<file path="config.mk">
export PLATFORM = sky130hd
export DESIGN_NAME = pseq_top
export DESIGN_NICKNAME = d
export VERILOG_FILES = /design/src/rtl/pseq_pkg.sv /design/src/rtl/pseq_unit_timer.sv /design/src/rtl/pseq_i2c_slave.sv /design/src/rtl/pseq_top.sv
export SDC_FILE = /design/constraint.sdc
export NUM_CORES = 1
export LEC_CHECK = 0
export BUFFER_PORTS_ARGS = -buffer_cell sky130_fd_sc_hd__buf_2
export CAP_MARGIN = 20
export CELL_PAD_IN_SITES_DETAIL_PLACEMENT = 2
export CELL_PAD_IN_SITES_GLOBAL_PLACEMENT = 2
export CORE_ASPECT_RATIO = 2
export CORE_MARGIN = 4
export CORE_UTILIZATION = 38
export CTS_CLUSTER_DIAMETER = 120
export CTS_CLUSTER_SIZE = 24
export DETAILED_ROUTE_END_ITERATION = 10
export GPL_TIMING_DRIVEN = 0
export PLACE_DENSITY = 0.85
export SETUP_SLACK_MARGIN = 0.05
export SKIP_CTS_REPAIR_TIMING = 1
export SKIP_LAST_GASP = 1
export SYNTH_ARGS = -nofsm -noshare
export SYNTH_HDL_FRONTEND = slang
export SYNTH_HIERARCHICAL = 1
export SYNTH_SLANG_ARGS = --single-unit
</file>
<file path="constraint.sdc">
create_clock -name mclk_in -period 6.3 [get_ports mclk_in]
set_input_delay 1.26 -clock mclk_in [delete_from_list [all_inputs] [get_ports mclk_in]]
set_output_delay 1.26 -clock mclk_in [all_outputs]
set_load 0.01 [all_outputs]
</file>
<file path="src/rtl/pseq_pkg.sv">
// Shared constants of the power sequencer configuration block
package pseq_pkg;
   localparam int NREG = 19;
   localparam int IX_W = 5;
   localparam int IX_BOOT = 0;
   localparam int IX_TIMING = 1;
   localparam int IX_L12 = 2;
   localparam int IX_L34 = 3;
   localparam int IX_B12 = 4;
   localparam int IX_B34 = 5;
   localparam int IX_PLO = 6;
   localparam int IX_PHI = 7;
   localparam int IX_RST = 8;
   localparam int IX_VB2 = 9;
   localparam int IX_VB1 = 10;
   localparam int IX_VB4 = 11;
   localparam int IX_VB3 = 12;
   localparam int IX_VL1 = 13;
   localparam int IX_VL2 = 14;
   localparam int IX_VL3 = 15;
   localparam int IX_VL4 = 16;
   localparam int IX_BBAT = 17;
   localparam int IX_STAT = 18;
   // Byte offsets, index 0 rightmost
   localparam logic [NREG-1:0][7:0] REG_OFS = {
      8'hF0, 8'hC5, 8'hAC, 8'hAB, 8'hAA, 8'hA9, 8'hA7, 8'hA5, 8'hA4, 8'hA3,
      8'h99, 8'h96, 8'h95, 8'h8A, 8'h89, 8'h84, 8'h83, 8'h82, 8'h10};
   // Start-up image, stands in for the one-time-programmable contents
   localparam logic [NREG-1:0][7:0] REG_RST = {
      8'h00, 8'h00, 8'h00, 8'h00, 8'h00, 8'h00, 8'h00, 8'h00, 8'h00, 8'h00,
      8'h04, 8'h0F, 8'hE1, 8'h87, 8'h65, 8'h43, 8'h21, 8'h11, 8'h01};
   localparam int AUTO_BOOT_BIT = 0;
   localparam int NIB_W = 4;
   localparam int LO_LSB = 0;
   localparam int HI_LSB = 4;
   localparam int RST_SEL_BIT = 0;
   localparam int RST_DLY_LSB = 2;
   localparam int RST_DLY_W = 6;
   localparam int STAT_LVL_LSB = 4;
   localparam int NRG = 8;
   // Regulators 0..3 linear 1..4, 4..7 buck 1..4
   localparam int SLOT_IX [NRG] = '{IX_L12, IX_L12, IX_L34, IX_L34,
                                    IX_B12, IX_B12, IX_B34, IX_B34};
   localparam int CLK_NS = 25;
   localparam int SLOT_UNIT_NS = 32000;
   localparam int SLOT_UNIT_CYC = (SLOT_UNIT_NS + CLK_NS - 1) / CLK_NS;
   localparam int RST_UNIT_NS = 1000000;
   localparam int RST_UNIT_CYC = (RST_UNIT_NS + CLK_NS - 1) / CLK_NS;
   typedef enum logic [2:0] {PS_OFF, PS_DUMMY, PS_UP, PS_ACTIVE, PS_DOWN} pseq_state_t;
endpackage

</file>
<file path="src/rtl/pseq_unit_timer.sv">
// Countdown timer in whole units of a fixed cycle count
`timescale 1ns/1ps
`default_nettype none
module pseq_unit_timer #(
   parameter int UNIT_CYC = 1280,
   parameter int N_W = 5
) (
   input wire logic mclk_in,
   input wire logic srst_in,
   input wire logic start_in,
   input wire logic [N_W-1:0] units_in,
   output logic done_out
);
   localparam int P_W = $clog2(UNIT_CYC + 1);
   localparam logic [P_W-1:0] PRE_TOP = P_W'(UNIT_CYC - 1);
   typedef struct packed {
      logic busy;
      logic [P_W-1:0] pre;
      logic [N_W-1:0] units;
   } pseq_tmr_st_t;
   pseq_tmr_st_t q, d;

   always_comb begin
      d = q;
      done_out = q.busy && (q.pre == '0) && (q.units == '0);
      // A new start overrides a count in flight
      if (start_in) begin
         d.busy = 1'b1;
         d.pre = PRE_TOP;
         d.units = units_in - N_W'(1);
      end else if (q.busy) begin
         if (q.pre != '0) begin
            d.pre = q.pre - P_W'(1);
         end else if (q.units != '0) begin
            d.units = q.units - N_W'(1);
            d.pre = PRE_TOP;
         end else begin
            d.busy = 1'b0;
         end
      end
   end

   always_ff @(posedge mclk_in) begin
      if (srst_in) begin
         q <= '0;
      end else begin
         q <= d;
      end
   end
endmodule // pseq_unit_timer
`default_nettype wire

</file>
<file path="src/rtl/pseq_i2c_slave.sv">
// Two-wire serial register port: address byte, register pointer, data
`timescale 1ns/1ps
`default_nettype none
module pseq_i2c_slave #(
   parameter logic [6:0] DEV_ADDR = 7'h2A
) (
   input wire logic mclk_in,
   input wire logic srst_in,
   input wire logic scl_in,
   input wire logic sda_in,
   output logic sda_out,
   output logic sda_oe_out,
   output logic [7:0] rd_addr_out,
   input wire logic [7:0] rd_data_in,
   output logic wr_stb_out,
   output logic [7:0] wr_addr_out,
   output logic [7:0] wr_data_out
);
   typedef enum logic [2:0] {I_IDLE, I_DEV, I_REG, I_WR, I_RD} pseq_i2c_ph_t;
   typedef struct packed {
      logic scl1, scl2, scl3, sda1, sda2, sda3;
      pseq_i2c_ph_t ph;
      logic [3:0] bitc;
      logic [7:0] sh;
      logic rd, nack, oe, stb;
      logic [7:0] ptr, waddr, wdata;
   } pseq_i2c_st_t;
   pseq_i2c_st_t q, d;
   logic rise, fall, start, stop;

   assign sda_out = 1'b0;
   assign sda_oe_out = q.oe;
   assign rd_addr_out = q.ptr;
   assign wr_stb_out = q.stb;
   assign wr_addr_out = q.waddr;
   assign wr_data_out = q.wdata;

   always_comb begin
      d = q;
      d.scl1 = scl_in;
      d.scl2 = q.scl1;
      d.scl3 = q.scl2;
      d.sda1 = sda_in;
      d.sda2 = q.sda1;
      d.sda3 = q.sda2;
      d.stb = 1'b0;
      rise = q.scl2 & ~q.scl3;
      fall = ~q.scl2 & q.scl3;
      start = q.scl2 & q.scl3 & q.sda3 & ~q.sda2;
      stop = q.scl2 & q.scl3 & ~q.sda3 & q.sda2;
      if (start) begin
         d.ph = I_DEV;
         d.bitc = '0;
         d.oe = 1'b0;
      end else if (stop) begin
         d.ph = I_IDLE;
         d.oe = 1'b0;
      end else if (q.ph != I_IDLE && rise) begin
         if (q.bitc < 4'd8) begin
            d.sh = {q.sh[6:0], q.sda2};
         end else begin
            d.nack = q.sda2;
         end
         d.bitc = q.bitc + 4'd1;
      end else if (q.ph != I_IDLE && fall) begin
         if (q.bitc == 4'd8) begin
            // Acknowledge slot: slave drives for writes, releases for reads
            d.oe = 1'b1;
            unique case (q.ph)
               I_DEV: begin
                  d.rd = q.sh[0];
                  if (q.sh[7:1] != DEV_ADDR) begin
                     d.ph = I_IDLE;
                     d.oe = 1'b0;
                  end
               end
               I_REG: d.ptr = q.sh;
               I_WR: begin
                  d.stb = 1'b1;
                  d.waddr = q.ptr;
                  d.wdata = q.sh;
                  d.ptr = q.ptr + 8'd1;
               end
               default: begin
                  d.oe = 1'b0;
                  d.ptr = q.ptr + 8'd1;
               end
            endcase
         end else if (q.bitc == 4'd9) begin
            d.bitc = '0;
            d.oe = 1'b0;
            if (q.ph == I_DEV) begin
               d.ph = q.rd ? I_RD : I_REG;
            end else if (q.ph == I_REG) begin
               d.ph = I_WR;
            end
            if ((q.ph == I_DEV && q.rd) || (q.ph == I_RD && !q.nack)) begin
               d.ph = I_RD;
               d.sh = rd_data_in;
               d.oe = ~rd_data_in[7];
            end else if (q.ph == I_RD) begin
               d.ph = I_IDLE;
            end
         end else if (q.ph == I_RD) begin
            // Every rise shifts the byte up, so the next bit is always on top
            d.oe = ~q.sh[7];
         end
      end
   end

   always_ff @(posedge mclk_in) begin
      if (srst_in) begin
         q <= '0;
         q.scl1 <= 1'b1;
         q.scl2 <= 1'b1;
         q.scl3 <= 1'b1;
         q.sda1 <= 1'b1;
         q.sda2 <= 1'b1;
         q.sda3 <= 1'b1;
      end else begin
         q <= d;
      end
   end
endmodule // pseq_i2c_slave
`default_nettype wire

</file>
<file path="src/rtl/pseq_top.sv">
// Start-up sequencer configuration registers and slot sequencer
// Notes on behaviour
// (RL1) Boot bit picks direct power-up or powerdown waiting for button press.
// (RL2) Each buck voltage register sets its own buck converter target.
// (RL3) Each linear voltage register sets its own linear regulator target.
// (RL4) Software uses only the A voltage settings; B settings stay unused.
// (RL5) Timing register holds slot period and dummy slot period fields.
// (RL6) Each regulator has a slot field, two packed per register.
// (RL7) Slot zero means not sequenced; that regulator stays off.
// (RL8) Software keeps partial-down < system-end < power-end < max-count.
// (RL9) Basic setup: system-end pointer one, power-end pointer fourteen.
// (RL10) Basic setup: max-count pointer fifteen, partial-down pointer zero.
// (RL11) Reset output releases after chosen delay from a selectable start.
// (RL12) Backup battery register holds charge voltage and charge current.
// (RL13) Slots advance one per period; up ascending, down descending.
`timescale 1ns/1ps
`default_nettype none
module pseq_top
   import pseq_pkg::*;
#(
   parameter logic [6:0] DEV_ADDR = 7'h2A,
   parameter int RST_UNIT = RST_UNIT_CYC
) (
   input wire logic mclk_in,
   input wire logic srst_in,
   input wire logic scl_in,
   input wire logic sda_in,
   output logic sda_out,
   output logic sda_oe_out,
   input wire logic power_button_input_n_in,
   output logic reset_output_n_out,
   output logic [3:0] linreg_en_out,
   output logic [3:0] buck_en_out,
   output logic [7:0] buck1_voltage_out,
   output logic [7:0] buck2_voltage_out,
   output logic [7:0] buck3_voltage_out,
   output logic [7:0] buck4_voltage_out,
   output logic [7:0] linreg1_voltage_out,
   output logic [7:0] linreg2_voltage_out,
   output logic [7:0] linreg3_voltage_out,
   output logic [7:0] linreg4_voltage_out,
   output logic [3:0] backup_charge_voltage_out,
   output logic [3:0] backup_charge_current_out
);
   typedef struct packed {
      logic [NREG-1:0][7:0] regs;
      pseq_state_t st;
      logic [3:0] level;
      logic boot_pend;
      logic btn1, btn2, btn3;
      logic rst_n;
      logic rst_wait;
      logic [NRG-1:0] en;
   } pseq_top_st_t;
   pseq_top_st_t q, d;

   logic [7:0] rd_addr, rd_data, wr_addr, wr_data;
   logic wr_stb, wr_hit, rd_hit;
   logic [IX_W-1:0] wr_ix, rd_ix;
   logic slot_go, slot_done, rst_go, rst_done, press;
   logic [NIB_W:0] slot_units;
   logic [RST_DLY_W:0] rst_units;
   logic [NIB_W-1:0] sys_end, pwr_end, partial_down_pointer, max_cnt;
   logic [NRG-1:0] en_nx, nz_mask;
   logic auto_boot, rst_sel;

   pseq_i2c_slave #(
      .DEV_ADDR(DEV_ADDR)
   ) u_port (
      .mclk_in(mclk_in),
      .srst_in(srst_in),
      .scl_in(scl_in),
      .sda_in(sda_in),
      .sda_out(sda_out),
      .sda_oe_out(sda_oe_out),
      .rd_addr_out(rd_addr),
      .rd_data_in(rd_data),
      .wr_stb_out(wr_stb),
      .wr_addr_out(wr_addr),
      .wr_data_out(wr_data)
   );

   pseq_unit_timer #(
      .UNIT_CYC(SLOT_UNIT_CYC),
      .N_W(NIB_W + 1)
   ) u_slot_tmr (
      .mclk_in(mclk_in),
      .srst_in(srst_in),
      .start_in(slot_go),
      .units_in(slot_units),
      .done_out(slot_done)
   );

   pseq_unit_timer #(
      .UNIT_CYC(RST_UNIT),
      .N_W(RST_DLY_W + 1)
   ) u_rst_tmr (
      .mclk_in(mclk_in),
      .srst_in(srst_in),
      .start_in(rst_go),
      .units_in(rst_units),
      .done_out(rst_done)
   );

   // Offset to register index; unmapped offsets read zero, writes dropped
   function automatic logic [IX_W:0] find_ix(input logic [7:0] a);
      logic [IX_W:0] r;
      r = '0;
      for (int i = 0; i < NREG; i++) begin
         if (REG_OFS[i] == a) begin
            r = {1'b1, IX_W'(i)};
         end
      end
      return r;
   endfunction

   assign {wr_hit, wr_ix} = find_ix(wr_addr);
   assign {rd_hit, rd_ix} = find_ix(rd_addr);
   assign rd_data = rd_hit ? q.regs[rd_ix] : 8'h00;

   assign auto_boot = q.regs[IX_BOOT][AUTO_BOOT_BIT]; // RL1
   assign sys_end = q.regs[IX_PLO][LO_LSB +: NIB_W];
   assign pwr_end = q.regs[IX_PLO][HI_LSB +: NIB_W];
   assign max_cnt = q.regs[IX_PHI][LO_LSB +: NIB_W];
   assign partial_down_pointer = q.regs[IX_PHI][HI_LSB +: NIB_W];
   assign rst_sel = q.regs[IX_RST][RST_SEL_BIT];
   assign rst_units = {1'b0, q.regs[IX_RST][RST_DLY_LSB +: RST_DLY_W]} + 7'd1; // RL11

   // Even regulator in the low nibble, odd one in the high nibble
   for (genvar i = 0; i < NRG; i++) begin : g_reg
      logic [NIB_W-1:0] slot;
      assign slot = q.regs[SLOT_IX[i]][(i % 2) * NIB_W +: NIB_W]; // RL6
      assign nz_mask[i] = slot != '0;
      assign en_nx[i] = nz_mask[i] && (slot <= q.level); // RL7
   end

   always_comb begin
      d = q;
      slot_go = 1'b0;
      rst_go = 1'b0;
      slot_units = {1'b0, q.regs[IX_TIMING][LO_LSB +: NIB_W]} + 5'd1; // RL5
      d.btn1 = power_button_input_n_in;
      d.btn2 = q.btn1;
      d.btn3 = q.btn2;
      press = q.btn3 & ~q.btn2;
      d.boot_pend = 1'b0;
      if (wr_stb && wr_hit && (wr_ix != IX_W'(IX_STAT))) begin
         d.regs[wr_ix] = wr_data; // RL2 RL3 RL12
      end
      unique case (q.st)
         PS_OFF: begin
            if (q.boot_pend ? auto_boot : press) begin // RL1
               d.st = PS_DUMMY;
               slot_go = 1'b1;
               slot_units = {1'b0, q.regs[IX_TIMING][HI_LSB +: NIB_W]} + 5'd1; // RL5
            end
         end
         PS_DUMMY: begin
            if (slot_done) begin
               d.st = PS_UP;
               d.level = 4'd1;
               slot_go = 1'b1;
            end
         end
         PS_UP: begin
            if (slot_done) begin
               if (q.level >= pwr_end || q.level >= max_cnt) begin
                  d.st = PS_ACTIVE;
               end else begin
                  d.level = q.level + 4'd1; // RL13
                  slot_go = 1'b1;
               end
            end
         end
         PS_ACTIVE: begin
            if (press) begin
               d.st = PS_DOWN;
               d.rst_n = 1'b0;
               d.rst_wait = 1'b0;
               slot_go = 1'b1;
            end
         end
         PS_DOWN: begin
            if (slot_done) begin
               if ({1'b0, q.level} <= {1'b0, partial_down_pointer} + 5'd1) begin
                  d.level = partial_down_pointer;
                  d.st = PS_OFF;
               end else begin
                  d.level = q.level - 4'd1; // RL13
                  slot_go = 1'b1;
               end
            end
         end
      endcase
      // Delay starts at the system-end slot or on entering active
      if (!q.rst_n && !q.rst_wait && (d.st == PS_UP || d.st == PS_ACTIVE) &&
          (rst_sel ? (d.st == PS_ACTIVE) : (d.level >= sys_end))) begin
         rst_go = 1'b1; // RL11
         d.rst_wait = 1'b1;
      end
      // A press may land on the release cycle; power-down must win
      if (q.rst_wait && rst_done && d.st != PS_DOWN) begin
         d.rst_wait = 1'b0;
         d.rst_n = 1'b1; // RL11
      end
      d.en = en_nx; // RL13
      d.regs[IX_STAT] = {q.level, 1'b0, q.st};
   end

   always_ff @(posedge mclk_in) begin
      if (srst_in) begin
         q <= '0;
         q.regs <= REG_RST;
         q.boot_pend <= 1'b1;
         q.btn1 <= 1'b1;
         q.btn2 <= 1'b1;
         q.btn3 <= 1'b1;
      end else begin
         q <= d;
      end
   end

   assign reset_output_n_out = q.rst_n;
   assign linreg_en_out = q.en[3:0];
   assign buck_en_out = q.en[7:4];
   assign buck1_voltage_out = q.regs[IX_VB1]; // RL2
   assign buck2_voltage_out = q.regs[IX_VB2];
   assign buck3_voltage_out = q.regs[IX_VB3];
   assign buck4_voltage_out = q.regs[IX_VB4];
   assign linreg1_voltage_out = q.regs[IX_VL1]; // RL3
   assign linreg2_voltage_out = q.regs[IX_VL2];
   assign linreg3_voltage_out = q.regs[IX_VL3];
   assign linreg4_voltage_out = q.regs[IX_VL4];
   assign backup_charge_voltage_out = q.regs[IX_BBAT][HI_LSB +: NIB_W]; // RL12
   assign backup_charge_current_out = q.regs[IX_BBAT][LO_LSB +: NIB_W];

   // Checking aids: cycles since last slot start and expected length
   logic [19:0] gap_q, exp_q;
   always_ff @(posedge mclk_in) begin
      if (srst_in) begin
         gap_q <= '0;
         exp_q <= '0;
      end else if (slot_go) begin
         gap_q <= 20'd1;
         exp_q <= 20'(slot_units) * 20'(SLOT_UNIT_CYC);
      end else begin
         gap_q <= gap_q + 20'd1;
      end
   end
endmodule // pseq_top
`default_nettype wire

</file>
==> summary.txt <==
Vias in the first global route: 16800
Final Routed Wirelength: 65.5 mm
Number of enable flip-flop cells after synthesis: 0
Multi-input combinational cell area: 9040 um2
Final Max Slew Viols: 0
Worst path cell trace: inv_1, ha_1, or4b_4, nor3_2, clkinv_1, nor2_1, o21ai_0, and2_1, a21oi_1, a21oi_1, or3_1, ha_1, a21oi_1, nor2b_1, o21ai_0, a211o_1, nor4_4, inv_1, clkbuf_1, a31oi_1, nor2_1, a311o_1
CP Buf/Inv Count: 4
Clock skew: 0.0266 ns
Worst-Skew Late Latency: 0.53 ns
Layout area overhead: 9.58%
Yosys warns: 6
Most common cell in the netlist: dfxtp_1
Tightest Pin Transition: 1.09 ns
Layout cells sized above 1: 15.9%
Min-delay worst type: flop to flop
GRT Total Usage: 28.3%
Setup-failing EPs final: 0
Largest net degree at the start of global routing: 25
Avg Synthesized Cell Area: 8.59 um2
Post-route ant nets: 0
Final std cells w/o fill: 2473
Startpoint Class: flop
Combinational power share: 5.5%
GP Congestion: 1.00
CP Capture Type: flop
Root Buffer: clkbuf_16
First-pass GRT wire length: 99.7 mm
Post-Syn Nets: 1909
Fill count: 4728
CTS Buf Count: 14
I/O Buffers: 86
Iter 0 DRT Violations: 579
Final hold vios: 0
Clock tree buffer depth: 3
PnR worst setup slack: 0.482 ns
Clock transition at path regs: 0.11 ns
Post-Syn Area: 15800 um2
Switch share: 25.5%
Die ar.: 45000 um2
Ys async rst share: 0%
Final nets: 2011
RSZ-0062 raised after global routing: false
Power Internal: 0.00216 W
Tmin final: 5.82 ns
Critical path's top delay family: simple AND/OR/NAND/NOR gates
Pre-Repair DR Iteration Count: 4
Seq pwr share: 58.2%
Leakage: 7.75 nW
Gr ovfl total: 0
Area of the core: 41000 um2
Net Sw Power: 0.000741 W
Post-synth top cells: dfxtp_1 (262), nor2_1 (239), mux2i_1 (192)
Vias: 14700
Yosys cell types: 105
Slew headroom: 27.0%
FMAX: 0.172 GHz
P per Cell Area: 168 nW/um2
DP HPWL: 52.2 mm
Max-Cap Viols: 0
Starting Density: 38.5%
WP data required: 6.73 ns
Clock power frac: 36.3%
Diodes inserted: 0
Initial antenna violation count: 1
Flops & latches, synth: 262
Die X: 152 um
IO Pins: 88
Setup_tns: 0 ns
Largest cells by area after synthesis: dfxtp_1 (33%), mux2i_1 (12%), nor2_1 (5.7%)
Die height: 296 um
Yosys top cell area share: 33.3%
CP max FO: 10
Average wire per standard cell: 26.5 um
H-tree levels: 1
CTS tree: built
Tcrit/Tclk final: 92.3%
Design Power: 0.00290 W
Main synth FF type: dfxtp_1
Critical path's most frequent cell: a21oi_1
Inst Count DP: 2457
Status: completed
Critical path's slowest cell: or4b_4
Rows: 105
Reg area: 5250 um2
Largest vdd supply drop: 159 uV
Vias per inst: 5.95
CTS Sinks: 262
Crit-path max cell delay: 0.53 ns
Crit path kind: flop to flop
Arr. time, crit path: 6.24 ns
Area leader, netlist: dfxtp_1
Pre-CTS setup slack: -0.0890 ns
Syn Inst Count: 1836
Sequential share of the synthesized area: 33.3%
DRC errors left: 0
==> cell families (layout without fill, tap and decap cells) <==
group                    Yosys count  after routing  synth area share [%]
AND/OR/NAND/NOR                  686            686                  23.1
AO/OA/AOI/OAI                    307            307                  13.8
buffers and inverters            274            376                  9.47
flip-flops                       262            262                  33.3
multiplexers                     201            201                  12.8
adder cells (fa/ha/maj)           68             68                  5.40
XOR/XNOR                          37             37                  2.06
other                              1              1                0.0238
==> power by group through the flow <==
stage          registers (W)  clock network, W  logic, W
3_5_place_dp         0.00173                 0  0.000158
5_1_grt              0.00169           0.00112  0.000174
4_1_cts              0.00169           0.00107  0.000159
2_1_floorplan        0.00172                 0  0.000105
6_report             0.00169           0.00105  0.000159
3_3_place_gp         0.00173                 0  0.000150
==> worst paths after layout <==
path,endpoint,cells past startpoint,slack (ns),from
setup / recovery,u_rst_tmr/q[3],22,0.48,u_slot_tmr/q[5]
hold / removal,u_port/d[46],1,0.42,u_port/d[47]
hold reg to reg,u_port/d[46],1,0.42,u_port/d[47]
setup reg to reg,u_rst_tmr/q[3],22,0.48,u_slot_tmr/q[5]
==> flip-flops by register name (all words and copies together), names as in the netlist, 9 cells and up <==
signal / cells
q: 37
d: 9
u_port/q: 19
u_slot_tmr/q: 17
u_rst_tmr/q: 24
g.slot: 32
==> cell usage in the layout (no fill, tap or decap), drive strengths merged, types with 10 or more instances in the layout <==
cell,instances
a22oi,11
nand2,91
o22ai,14
nor3,74
ha,68
a21oi,81
inv,56
mux2i,192
and3,15
or4,12
nor4,28
a211oi,25
nor2,240
dfxtp,262
nor2b,27
o21ai,37
or2,17
xor2,18
or3,11
buf,229
a31oi,18
nor3b,11
nand2b,24
clkbuf,89
o211ai,11
nand3,51
xnor2,19
nand4,13
nor4b,10
==> stage by stage <==
stage	hold WS, ns	instance area [um2]	utilization, %
finish	0.425	17300	42.1
global placement	0.397	16900	41.1
floorplan	0.389	15800	-
CTS	0.435	17300	42.1
global route	0.461	17300	42.1
detailed placement	0.409	16900	41.2
==> cell type report <==
| cell class | instances | area share, % |
|---|---|---|
| Multi-Input combinational cell | 1300 | 52.4 |
| Tap cell | 535 | 3.88 |
| Buffer | 216 | 7.38 |
| Sequential cell | 262 | 30.4 |
| Clock buffer | 16 | 2.25 |
| Inverter | 58 | 1.26 |
| Timing Repair Buffer | 86 | 2.49 |
==> routing by layer <==
layer	track usage (%)	routed length (um)
met1	25.2	21400
met2	57.4	36500
met3	2.77	1730
met4	21.3	5900
met5	0	13
(Power assumes the default switching activity.)
